==> src/rtl/ifl_pkg.sv <==
// constants of the input fault latched status block
package ifl_pkg;
	// register width and access port width
	localparam int IFL_DATA_W = 8;
	localparam int IFL_ADDR_W = 8;
	localparam int IFL_NROWS = 5;
	// register offsets
	localparam logic [7:0] IFL_CH1_FAULT_ADDR = 8'h36;
	localparam logic [7:0] IFL_CH2_FAULT_ADDR = 8'h37;
	localparam logic [7:0] IFL_OVLD_MASK_ADDR = 8'h38;
	localparam logic [7:0] IFL_REG_SHORT_ADDR = 8'h39;
	localparam logic [7:0] IFL_OVHS_ADDR = 8'h3a;
	localparam logic [7:0] IFL_TVB_ADDR = 8'h3b;
	// rows of the latch bank
	localparam int IFL_ROW_CH1 = 0;
	localparam int IFL_ROW_CH2 = 1;
	localparam int IFL_ROW_REG = 2;
	localparam int IFL_ROW_OVHS = 3;
	localparam int IFL_ROW_TVB = 4;
	// channel fault field positions
	localparam int IFL_OPEN_BIT = 7;
	localparam int IFL_SHORTED_BIT = 6;
	localparam int IFL_POS_GND_BIT = 5;
	localparam int IFL_NEG_GND_BIT = 4;
	localparam int IFL_POS_BIAS_BIT = 3;
	localparam int IFL_NEG_BIAS_BIT = 2;
	localparam int IFL_POS_BATT_BIT = 1;
	localparam int IFL_NEG_BATT_BIT = 0;
	// overload mask field positions
	localparam int IFL_OVLD_CH1_MASK_BIT = 3;
	localparam int IFL_OVLD_CH2_MASK_BIT = 2;
	// regulator short field positions
	localparam int IFL_REG_MASK_BIT = 1;
	localparam int IFL_REG_FLAG_BIT = 0;
	// event latch field positions
	localparam int IFL_OV_CH1P_BIT = 7;
	localparam int IFL_OV_CH2N_BIT = 4;
	localparam int IFL_HS_INSERT_BIT = 3;
	localparam int IFL_HS_REMOVE_BIT = 2;
	localparam int IFL_HS_HOOK_BIT = 1;
	localparam int IFL_CAPACITY_BIT = 0;
	localparam int IFL_THR_UP_BIT = 7;
	localparam int IFL_THR_LOW_BIT = 6;
	localparam int IFL_VAD_UP_BIT = 5;
	localparam int IFL_VAD_DOWN_BIT = 4;
	localparam int IFL_BIAS_SC_BIT = 3;
	localparam int IFL_BIAS_OV_BIT = 0;
	// channel summary positions
	localparam int IFL_SUM_CH1_BIT = 7;
	localparam int IFL_SUM_CH2_BIT = 6;
	// reset value of every register
	localparam logic [7:0] IFL_RESET_VAL = 8'h00;
endpackage : ifl_pkg

==> src/rtl/ifl_latch_if.sv <==
// carrier between the register front end and the latch bank
`timescale 1ns/1ps
`default_nettype none
interface ifl_latch_if #(
	parameter int NROWS = 5,
	parameter int W = 8
);
	// raw conditions, one row per latched register
	logic [NROWS-1:0][W-1:0] raw;
	// read strobe of each row, clears it
	logic [NROWS-1:0] rd_clr;
	// latched state
	logic [NROWS-1:0][W-1:0] q;
	modport bank (input raw, input rd_clr, output q);
	modport user (output raw, output rd_clr, input q);
endinterface : ifl_latch_if
`default_nettype wire

==> src/rtl/ifl_latch_bank.sv <==
// bank of sticky flags, cleared by a read, set winning over clear
`timescale 1ns/1ps
`default_nettype none
module ifl_latch_bank
	import ifl_pkg::*;
#(
	parameter int NROWS = 5,
	parameter int W = 8
)(
	// clock and reset
	input wire logic clk,
	input wire logic rst_b,
	// raw, clear and state
	ifl_latch_if.bank lif
);
	////////////////////////////////////////////////////////////////
	// parameter check
	if (NROWS < 1 || W < 1)
	begin : g_bad
		$error("latch bank needs at least one row and one bit");
	end

	////////////////////////////////////////////////////////////////
	// next state: keep unless read, raw always sets
	logic [NROWS-1:0][W-1:0] q_next;
	always_comb
	begin
		for (int i = 0; i < NROWS; i++)
		begin
			q_next[i] = (lif.rd_clr[i] ? '0 : lif.q[i]) | lif.raw[i];
		end
	end

	// state register
	always_ff @(posedge clk)
	begin
		if (!rst_b)
		begin
			lif.q <= '0;
		end
		else
		begin
			lif.q <= q_next;
		end
	end
endmodule : ifl_latch_bank
`default_nettype wire

==> src/rtl/ifl_status_top.sv <==
// latched input fault and event status registers with mask bits
// Notes on behaviour
// ch1 register 0x36: open bit7, shorted bit6
// ch1 bits 5,4: positive, negative short to ground
// ch1 bits 3,2: short to bias supply
// ch1 bits 1,0: short to battery line
// ch2 register 0x37: open bit7, shorted bit6
// ch2 ground 5,4; bias 3,2; battery 1,0
// 0x39: regulator short flag bit0, mask bit1
// 0x38: overload masks, bit3 ch1, bit2 ch2
// host writes zero to reserved; reads zero
// 0x3a bits 7..4: input overvoltage per pin
// 0x3a: insert bit3, remove bit2, hook bit1
// 0x3a bit0: processing capacity overload
// 0x3b: threshold up bit7, low bit6
// 0x3b: voice activity up bit5, down bit4
// 0x3b bits 3..0: bias short, high, low, overvoltage
// all registers reset to zero
// mask one blocks source from interrupt output
// channel summary bit7 ch1, bit6 ch2
// flag sticks until read, then re-sets if persisting
// writes to latched bits are ignored
`timescale 1ns/1ps
`default_nettype none
module ifl_status_top
	import ifl_pkg::*;
(
	// clock and reset
	input wire logic CLOCK_IN,
	input wire logic RST_B_IN,
	// control register port
	input wire logic [IFL_ADDR_W-1:0] REG_ADDR_IN,
	input wire logic REG_WR_IN,
	input wire logic REG_RD_IN,
	input wire logic [IFL_DATA_W-1:0] REG_WDATA_IN,
	output logic [IFL_DATA_W-1:0] REG_RDATA_OUT,
	output logic REG_RVALID_OUT,
	// raw conditions from the analogue detectors
	input wire logic [7:0] CH1_FAULT_IN,
	input wire logic [7:0] CH2_FAULT_IN,
	input wire logic REGULATOR_SHORT_IN,
	input wire logic [7:0] OVERVOLT_HEADSET_IN,
	input wire logic [7:0] THRESH_VOICE_BIAS_IN,
	input wire logic [1:0] CONVERTER_OVERLOAD_IN,
	// masks held in the other mask registers
	input wire logic [7:0] CH1_MASK_IN,
	input wire logic [7:0] CH2_MASK_IN,
	input wire logic [7:0] OVHS_MASK_IN,
	input wire logic [7:0] TVB_MASK_IN,
	// interrupt and summary
	output logic IRQ_OUT,
	output logic [7:0] CHANNEL_SUMMARY_OUT
);
	////////////////////////////////////////////////////////////////
	// address match helper
	function automatic logic hit(input logic [7:0] a, input logic [7:0] t);
		hit = (a == t);
	endfunction : hit

	////////////////////////////////////////////////////////////////
	// latch bank
	ifl_latch_if #(.NROWS(IFL_NROWS), .W(IFL_DATA_W)) lif ();

	ifl_latch_bank #(.NROWS(IFL_NROWS), .W(IFL_DATA_W)) u_bank (
		.clk(CLOCK_IN),
		.rst_b(RST_B_IN),
		.lif(lif.bank)
	);

	////////////////////////////////////////////////////////////////
	// raw conditions into the bank rows
	// channel 1 fault bits keep their register positions
	assign lif.raw[IFL_ROW_CH1] = CH1_FAULT_IN;
	// channel 2 uses the same layout, positive pin in the upper bit
	assign lif.raw[IFL_ROW_CH2] = CH2_FAULT_IN;
	// regulator short sits alone in bit 0
	assign lif.raw[IFL_ROW_REG] = {7'h00, REGULATOR_SHORT_IN};
	// overvoltage, headset and capacity events
	assign lif.raw[IFL_ROW_OVHS] = OVERVOLT_HEADSET_IN;
	// threshold, voice activity and bias events
	assign lif.raw[IFL_ROW_TVB] = THRESH_VOICE_BIAS_IN;

	////////////////////////////////////////////////////////////////
	// address decode
	wire logic sel_ch1 = hit(REG_ADDR_IN, IFL_CH1_FAULT_ADDR); // channel 1 latch
	wire logic sel_ch2 = hit(REG_ADDR_IN, IFL_CH2_FAULT_ADDR); // channel 2 latch
	wire logic sel_ovld = hit(REG_ADDR_IN, IFL_OVLD_MASK_ADDR); // overload masks
	wire logic sel_reg = hit(REG_ADDR_IN, IFL_REG_SHORT_ADDR); // regulator
	wire logic sel_ovhs = hit(REG_ADDR_IN, IFL_OVHS_ADDR); // event latch one
	wire logic sel_tvb = hit(REG_ADDR_IN, IFL_TVB_ADDR); // event latch two

	// a read clears the latched bits of the addressed register
	assign lif.rd_clr[IFL_ROW_CH1] = REG_RD_IN && sel_ch1;
	assign lif.rd_clr[IFL_ROW_CH2] = REG_RD_IN && sel_ch2;
	assign lif.rd_clr[IFL_ROW_REG] = REG_RD_IN && sel_reg;
	assign lif.rd_clr[IFL_ROW_OVHS] = REG_RD_IN && sel_ovhs;
	assign lif.rd_clr[IFL_ROW_TVB] = REG_RD_IN && sel_tvb;

	////////////////////////////////////////////////////////////////
	// writable mask bits
	logic ovld_ch1_mask_reg; // first converter overload mask bit
	logic ovld_ch2_mask_reg; // second converter overload mask bit
	logic reg_mask_reg; // regulator short mask bit
	wire logic wr_ovld = REG_WR_IN && sel_ovld; // overload mask write
	wire logic wr_reg = REG_WR_IN && sel_reg; // regulator mask write

	// only mask fields take writes; latched and reserved bits ignore them
	always_ff @(posedge CLOCK_IN)
	begin
		if (!RST_B_IN)
		begin
			ovld_ch1_mask_reg <= 1'b0;
			ovld_ch2_mask_reg <= 1'b0;
			reg_mask_reg <= 1'b0;
		end
		else
		begin
			if (wr_ovld)
			begin
				ovld_ch1_mask_reg <= REG_WDATA_IN[IFL_OVLD_CH1_MASK_BIT];
				ovld_ch2_mask_reg <= REG_WDATA_IN[IFL_OVLD_CH2_MASK_BIT];
			end
			if (wr_reg)
			begin
				reg_mask_reg <= REG_WDATA_IN[IFL_REG_MASK_BIT];
			end
		end
	end

	////////////////////////////////////////////////////////////////
	// read data selection, reserved bits and unmapped reads are zero
	wire logic [7:0] ovld_view = {4'h0, ovld_ch1_mask_reg, ovld_ch2_mask_reg, 2'h0};
	wire logic [7:0] reg_view = {6'h00, reg_mask_reg, lif.q[IFL_ROW_REG][IFL_REG_FLAG_BIT]};
	wire logic [7:0] rdata_next =
		sel_ch1 ? lif.q[IFL_ROW_CH1] :
		sel_ch2 ? lif.q[IFL_ROW_CH2] :
		sel_ovld ? ovld_view :
		sel_reg ? reg_view :
		sel_ovhs ? lif.q[IFL_ROW_OVHS] :
		sel_tvb ? lif.q[IFL_ROW_TVB] :
		IFL_RESET_VAL;

	// read data register, valid one cycle after the strobe
	always_ff @(posedge CLOCK_IN)
	begin
		if (!RST_B_IN)
		begin
			REG_RDATA_OUT <= IFL_RESET_VAL;
			REG_RVALID_OUT <= 1'b0;
		end
		else
		begin
			REG_RVALID_OUT <= REG_RD_IN;
			if (REG_RD_IN)
			begin
				REG_RDATA_OUT <= rdata_next;
			end
		end
	end

	////////////////////////////////////////////////////////////////
	// interrupt: any unmasked latched flag or overload
	wire logic [7:0] ch1_live = lif.q[IFL_ROW_CH1] & ~CH1_MASK_IN;
	wire logic [7:0] ch2_live = lif.q[IFL_ROW_CH2] & ~CH2_MASK_IN;
	wire logic [7:0] ovhs_live = lif.q[IFL_ROW_OVHS] & ~OVHS_MASK_IN;
	wire logic [7:0] tvb_live = lif.q[IFL_ROW_TVB] & ~TVB_MASK_IN;
	wire logic reg_live = lif.q[IFL_ROW_REG][IFL_REG_FLAG_BIT] & ~reg_mask_reg;
	wire logic ovld_live = (CONVERTER_OVERLOAD_IN[1] & ~ovld_ch1_mask_reg)
		| (CONVERTER_OVERLOAD_IN[0] & ~ovld_ch2_mask_reg);
	wire logic irq_next = (|ch1_live) | (|ch2_live) | (|ovhs_live) | (|tvb_live)
		| reg_live | ovld_live;

	// interrupt register
	always_ff @(posedge CLOCK_IN)
	begin
		if (!RST_B_IN)
		begin
			IRQ_OUT <= 1'b0;
		end
		else
		begin
			IRQ_OUT <= irq_next;
		end
	end

	////////////////////////////////////////////////////////////////
	// channel summary: set by any fault, cleared by reading that channel
	logic sum_ch1_reg; // channel 1 summary
	logic sum_ch2_reg; // channel 2 summary
	wire logic sum_ch1_next = (sum_ch1_reg & ~lif.rd_clr[IFL_ROW_CH1]) | (|CH1_FAULT_IN);
	wire logic sum_ch2_next = (sum_ch2_reg & ~lif.rd_clr[IFL_ROW_CH2]) | (|CH2_FAULT_IN);

	// summary state
	always_ff @(posedge CLOCK_IN)
	begin
		if (!RST_B_IN)
		begin
			sum_ch1_reg <= 1'b0;
			sum_ch2_reg <= 1'b0;
		end
		else
		begin
			sum_ch1_reg <= sum_ch1_next;
			sum_ch2_reg <= sum_ch2_next;
		end
	end

	// summary output register, reserved positions zero
	always_ff @(posedge CLOCK_IN)
	begin
		if (!RST_B_IN)
		begin
			CHANNEL_SUMMARY_OUT <= IFL_RESET_VAL;
		end
		else
		begin
			CHANNEL_SUMMARY_OUT <= {sum_ch1_next, sum_ch2_next, 6'h00};
		end
	end
endmodule : ifl_status_top
`default_nettype wire

==> config.mk <==
export PLATFORM = sky130hd
export DESIGN_NAME = ifl_status_top
export DESIGN_NICKNAME = d
export VERILOG_FILES = /design/src/rtl/ifl_pkg.sv /design/src/rtl/ifl_latch_if.sv /design/src/rtl/ifl_latch_bank.sv /design/src/rtl/ifl_status_top.sv
export SDC_FILE = /design/constraint.sdc
export NUM_CORES = 1
export LEC_CHECK = 0
export BUFFER_PORTS_ARGS = -buffer_cell sky130_fd_sc_hd__buf_2
export CAP_MARGIN = 20
export CORE_ASPECT_RATIO = 0.7
export CORE_MARGIN = 2
export CORE_UTILIZATION = 45
export CTS_BUF_LIST = sky130_fd_sc_hd__clkbuf_16
export DETAILED_ROUTE_END_ITERATION = 10
export HOLD_SLACK_MARGIN = 0.06
export MAX_ROUTING_LAYER = met4
export PLACE_DENSITY = 0.77
export SLEW_MARGIN = 20
export SYNTH_ARGS = -nofsm -noshare
export SYNTH_HDL_FRONTEND = slang
export SYNTH_SLANG_ARGS = --single-unit
export TNS_END_PERCENT = 100
==> constraint.sdc <==
create_clock -name CLOCK_IN -period 4.05 [get_ports CLOCK_IN]
set_input_delay 0.405 -clock CLOCK_IN [delete_from_list [all_inputs] [get_ports CLOCK_IN]]
set_output_delay 0.405 -clock CLOCK_IN [all_outputs]
set_load 0.01 [all_outputs]
* Word level (Yosys, flattened, before mapping)
Cells that the tools add are included.
Word-level totals: register bits 63, input bits 87, word-level logic and storage cells 76
Cells by class: equality and inequality tests 6, multiplexer cells 11, bitwise operators 31, reduce and logical (&&, ||, !) cells 13
Operator list (count):
- $mux 8 | 11
- $eq 8x6->1 const B | 6
- $reduce_or 8->1 | 6
- $and 8x8->8 | 4
- $not 8->8 | 4
- $or 8x8->8 | 4
- $or 1x1->1 | 8
- $or 8x1->8 | 1
- $logic_and 1x1->1 | 7
- $and 1x1->1 | 5
- $not 1->1 | 5

* Logic depth before layout (Yosys ltp)
depth in word-level cells 8, depth in mapped cells 6, gate-level depth less buffers 4

* Modules after synthesis
From an unflattened synthesis, not the netlist that was laid out.
Second synthesis, totals: cell total of the unflattened synthesis 312, area total of the unflattened synthesis 2816.5 µm²
By module, submodules not included:
- ifl_status_top | times used 1, cells an instance 188, area each 1420.1 µm², sequential area each 300.3 µm²
- ifl_latch_bank | times used 1, cells an instance 124, area each 1396.3 µm², sequential area each 800.8 µm²

* Worst setup path before layout
OpenSTA, ideal clock, no wires.
path kind input -> register, from input REG_ADDR_IN[6], to register u_bank.lif.q[29], library setup time 0.128 ns, arrival time 1.496 ns, data required time 3.922 ns, path slack 2.426 ns, cell stages on the path 5, buffers on the path 1, cells stage by stage nand4bb_4 or4_1 buf_2 a21oi_1 nor2_1
On the way: word-level cells in the longest chain between the ends 4
Ends and longest elaborated chain:
- from (decl) | line ifl_status_top.sv:32 | input wire logic [IFL_ADDR_W-1:0] REG_ADDR_IN,
- $eq 8x6->1 | line ifl_status_top.sv:57 | hit = (a == t);
- $logic_and 1x1->1 | line ifl_status_top.sv:96 | assign lif.rd_clr[IFL_ROW_OVHS] = REG_RD_IN && sel_ovhs;
- $mux 8 | line ifl_latch_bank.sv:30 | q_next[i] = (lif.rd_clr[i] ? '0 : lif.q[i]) | lif.raw[i];
- $or 8x8->8 | line ifl_latch_bank.sv:30
- to (signal assigned) | line ifl_latch_bank.sv:43 | lif.q <= q_next;
- to (decl) | line ifl_latch_if.sv:14 | modport bank (input raw, input rd_clr, output q);
No other way between the ends. A chain may end at the register's enable or synchronous reset.

* Worst setup path in the final report
from input REG_ADDR_IN[6], to register u_bank.lif.q[25]
Same word-level chain as after synthesis.

==> flow_summary.html <==
<table>
<tr><th>Metric</th><th>Value</th></tr>
<tr><th colspan="2">Cells and area</th></tr>
<tr><td>Final Non-Filler Cells</td><td>443</td></tr>
<tr><td># diodes</td><td>0</td></tr>
<tr><td>Share of the core filled with cells in the final layout</td><td>0.5792</td></tr>
<tr><td>Post-route design area</td><td>0.002982 mm^2</td></tr>
<tr><td>Largest regs</td><td>u_bank.lif.q: 33 flops, REG_RDATA_OUT: 8 flops</td></tr>
<tr><td>Fraction of layout instances using a drive strength above 1</td><td>0.2911</td></tr>
<tr><td>Leading cell type in the layout, fill and taps excluded</td><td>sky130_fd_sc_hd__buf_2</td></tr>
<tr><td>Layout filler cell count</td><td>487</td></tr>
<tr><td>Most frequent cells in the layout</td><td>93 x sky130_fd_sc_hd__buf_2, 48 x sky130_fd_sc_hd__dfxtp_1, 31 x sky130_fd_sc_hd__nor2_1</td></tr>
<tr><td>Largest register by flop count</td><td>u_bank.lif.q</td></tr>
<tr><td>Syn-to-layout area delta</td><td>26.15%</td></tr>
<tr><td>Number of nets in the final layout</td><td>457</td></tr>
<tr><td>Max reg flops</td><td>33</td></tr>
<tr><th colspan="2">Global routing</th></tr>
<tr><td>Antenna violations before repair</td><td>0</td></tr>
<tr><td>Global-route wire length before repair</td><td>10740 um</td></tr>
<tr><td>Largest net degree at the start of global routing</td><td>28</td></tr>
<tr><td>Number of global-route vias before repair</td><td>2184</td></tr>
<tr><td>GR Overflow Total</td><td>0</td></tr>
<tr><td>Tot GR Track Use</td><td>0.2417</td></tr>
<tr><th colspan="2">STA</th></tr>
<tr><td>Slew Limit Headroom</td><td>0.5443</td></tr>
<tr><td>Share of the clock period used by the worst path after layout</td><td>0.4345</td></tr>
<tr><td>Setup repair after global routing missed its margin</td><td>no</td></tr>
<tr><td>Fin Hold WS</td><td>0.3210 ns</td></tr>
<tr><td>Final hold violation count</td><td>0</td></tr>
<tr><td>Total Neg Setup Slack</td><td>0 ns</td></tr>
<tr><td>Worst-Margin Slew</td><td>0.6773 ns</td></tr>
<tr><td>Final setup viols</td><td>0</td></tr>
<tr><td>Max Clock Skew</td><td>0.004108 ns</td></tr>
<tr><td>Top achievable clock speed</td><td>0.5683 GHz</td></tr>
<tr><td>Final critical-path required period</td><td>1.760 ns</td></tr>
<tr><td>Max-slew violation count</td><td>0</td></tr>
<tr><th colspan="2">Logic synthesis</th></tr>
<tr><td>Proportion of synthesized chip area in sequential cells</td><td>0.4066</td></tr>
<tr><td>Share of flip-flops with an asynchronous set or reset</td><td>0</td></tr>
<tr><td>Number of warnings printed during yosys synthesis</td><td>0</td></tr>
<tr><td>Prevailing post-synth register cell</td><td>sky130_fd_sc_hd__dfxtp_1</td></tr>
<tr><td>Register bit total from synthesis</td><td>48</td></tr>
<tr><td>Post-synthesis cell area</td><td>0.002364 mm^2</td></tr>
<tr><td>Mean Syn Cell Area</td><td>8.322 um^2</td></tr>
<tr><td>Count of flip-flops with a built-in enable after synthesis</td><td>0</td></tr>
<tr><td>Number of different library cells in the post-synthesis netlist</td><td>41</td></tr>
<tr><td>Cell count after synthesis</td><td>284</td></tr>
<tr><th colspan="2">Job</th></tr>
<tr><td>Max capacitance violation total</td><td>0</td></tr>
<tr><th colspan="2">Clocking</th></tr>
<tr><td>Number of resized instances in the post-cts repair step</td><td>0</td></tr>
<tr><td>Hold bufs inserted after CTS</td><td>0</td></tr>
<tr><td>Clock-pin transition on the worst setup and hold timing paths</td><td>0.06 ns</td></tr>
<tr><td>Clock net sink count</td><td>48</td></tr>
<tr><td>Clock Root Buffer</td><td>sky130_fd_sc_hd__clkbuf_16</td></tr>
<tr><td>Worst-Skew Late Latency</td><td>0.29 ns</td></tr>
<tr><td>Buffers from clock root to sink, at most</td><td>2</td></tr>
<tr><td>Number of buffers added for setup after CTS</td><td>0</td></tr>
<tr><td>CTS tree</td><td>yes</td></tr>
<tr><td>CTS HTree Levels</td><td>2</td></tr>
<tr><td>TritonCTS buffer count</td><td>5</td></tr>
<tr><th colspan="2">Setup path</th></tr>
<tr><td>CP Launch Type</td><td>primary input</td></tr>
<tr><td>Crit path capture type</td><td>register</td></tr>
<tr><td>Worst Path Max Fanout</td><td>15</td></tr>
<tr><td>Crit Path Category</td><td>primary input to register</td></tr>
<tr><td>CP Data Arrival Time</td><td>1.93 ns</td></tr>
<tr><td>Data required time of the worst path</td><td>4.22 ns</td></tr>
<tr><th colspan="2">Pwr</th></tr>
<tr><td>Peak supply drop</td><td>234.9 uV</td></tr>
<tr><td>NetSw</td><td>0.2781 mW</td></tr>
<tr><td>Share of total power in the clock network</td><td>0.377</td></tr>
<tr><td>Relative contribution of sequential cells to total power</td><td>0.484</td></tr>
<tr><td>Part of the power in combinational logic</td><td>0.139</td></tr>
<tr><td>Switching power as a share of total power</td><td>0.2576</td></tr>
<tr><td>Power per Cell Area</td><td>362.2 mW/mm^2</td></tr>
<tr><td>Static Leakage</td><td>1.304 nW</td></tr>
<tr><td>Internal</td><td>0.8017 mW</td></tr>
<tr><th colspan="2">Detailed routing</th></tr>
<tr><td>Post-route DRC</td><td>0</td></tr>
<tr><td>Avg WL per Cell</td><td>15.37 um</td></tr>
<tr><td>Via count</td><td>2412</td></tr>
<tr><td>Total routed wirelength</td><td>6807 um</td></tr>
<tr><td>Iteration count of the initial detailed-routing pass</td><td>6</td></tr>
<tr><td>Antenna-violating nets left</td><td>0</td></tr>
<tr><td>Count of routing violations after the opening detailed-route iteration</td><td>217</td></tr>
<tr><td>Via density</td><td>5.445</td></tr>
<tr><th colspan="2">Floorplan</th></tr>
<tr><td>Die height</td><td>64.64 um</td></tr>
<tr><td>Core area</td><td>0.005147 mm^2</td></tr>
<tr><td>Number of ports placed on the die boundary</td><td>105</td></tr>
<tr><td>Starting density of the core</td><td>0.4592</td></tr>
<tr><td>Die area</td><td>0.005857 mm^2</td></tr>
<tr><td>Horizontal die dimension</td><td>90.62 um</td></tr>
<tr><td>Row Count</td><td>22</td></tr>
<tr><th colspan="2">Run status</th></tr>
<tr><td>Status</td><td>completed</td></tr>
<tr><th colspan="2">Placement</th></tr>
<tr><td>Post-DP HPWL</td><td>5302 um</td></tr>
<tr><td>Cells after DPL</td><td>435</td></tr>
<tr><td>Placed inst area</td><td>0.002839 mm^2</td></tr>
<tr><td>Number of buffers inserted by port buffering</td><td>93</td></tr>
<tr><td>RD Place Congestion</td><td>0.8718</td></tr>
<tr><th colspan="2">Hold path</th></tr>
<tr><td>Class of the worst hold path</td><td>primary input to register</td></tr>
</table>
## logic make-up (layout without fill, tap and decap cells)
group / after synthesis / count (layout) / synth area share
flip-flops: 48 / 48 / 0.4066
buffers and inverters: 45 / 127 / 0.08629
other: 1 / 6 / 0.001587
AO/OA/AOI/OAI: 84 / 84 / 0.2382
AND/OR/NAND/NOR: 101 / 101 / 0.2451
multiplexers: 5 / 5 / 0.02223
## per-stage QoR
step	setup slack (ns)	total power [mW]
final	2.290	1.080
after global routing	2.223	1.123
after CTS	2.319	1.081
after global placement	2.053	0.6784
after detailed placement	2.030	0.6811
after floorplan	2.426	0.6147
## synth_stat cells, types with 7 or more instances
| cell type | count | area share |
|---|---|---|
| sky130_fd_sc_hd__nor4_1 | 11 | 0.029 |
| sky130_fd_sc_hd__dfxtp_1 | 48 | 0.41 |
| sky130_fd_sc_hd__nand2b_1 | 19 | 0.050 |
| sky130_fd_sc_hd__inv_1 | 23 | 0.037 |
| sky130_fd_sc_hd__nand2_1 | 9 | 0.014 |
| sky130_fd_sc_hd__nor2b_1 | 11 | 0.029 |
| sky130_fd_sc_hd__o21a_1 | 15 | 0.048 |
| sky130_fd_sc_hd__nor2_1 | 31 | 0.049 |
| sky130_fd_sc_hd__buf_4 | 8 | 0.025 |
| sky130_fd_sc_hd__o21ai_0 | 10 | 0.021 |
| sky130_fd_sc_hd__clkbuf_1 | 9 | 0.014 |
| sky130_fd_sc_hd__a21oi_1 | 22 | 0.047 |
| sky130_fd_sc_hd__o22ai_1 | 7 | 0.019 |
## layer usage
| metal | vias up | GRT usage | part of all wire |
|---|---|---|---|
| met5 | - | - | 0 |
| met4 | 0 | 0.07885 | 0.017 |
| met3 | 13 | 0.04419 | 0.091 |
| met2 | 127 | 0.3526 | 0.43 |
| met1 | 1094 | 0.3398 | 0.47 |
| li1 | 1178 | - | - |
## path summary, 6_finish.rpt
kind	from	to	slack, ns	cells after the start
max	REG_ADDR_IN[6]	u_bank.lif.q[25]	2.29	5
min	THRESH_VOICE_BIAS_IN[0]	u_bank.lif.q[32]	0.32	2
max reg2reg	ovld_ch1_mask_reg	IRQ_OUT	2.70	4
min reg2reg	sum_ch1_reg	sum_ch1_reg	0.48	2
## cell type report
type,count,area [um^2],area share
Multi-Input combinational cell,196,1217,0.4083
Sequential cell,48,960.9,0.3223
Timing Repair Buffer,95,480.5,0.1611
Clock buffer,5,125.1,0.04196
Inverter,24,90.09,0.03021
Tap cell,72,90.09,0.03021
Clock inverter,3,17.52,0.005875
## critical path, stage by stage
cell,delay [ns]
sky130_fd_sc_hd__buf_2,0.11
sky130_fd_sc_hd__nand4bb_4,0.36
sky130_fd_sc_hd__or4_1,0.77
sky130_fd_sc_hd__a21oi_1,0.23
sky130_fd_sc_hd__nor2_1,0.06
## power groups by stage
stage                     combinational (mW)  sequential [mW]  clock (mW)
final                                  0.150            0.523       0.407
after global routing                   0.167            0.524       0.431
after CTS                              0.150            0.522       0.409
after detailed placement               0.148            0.533           0
after global placement                 0.146            0.532           0
after floorplan                       0.0903            0.524           0
No activity file was read; power rests on OpenSTA's default activity.
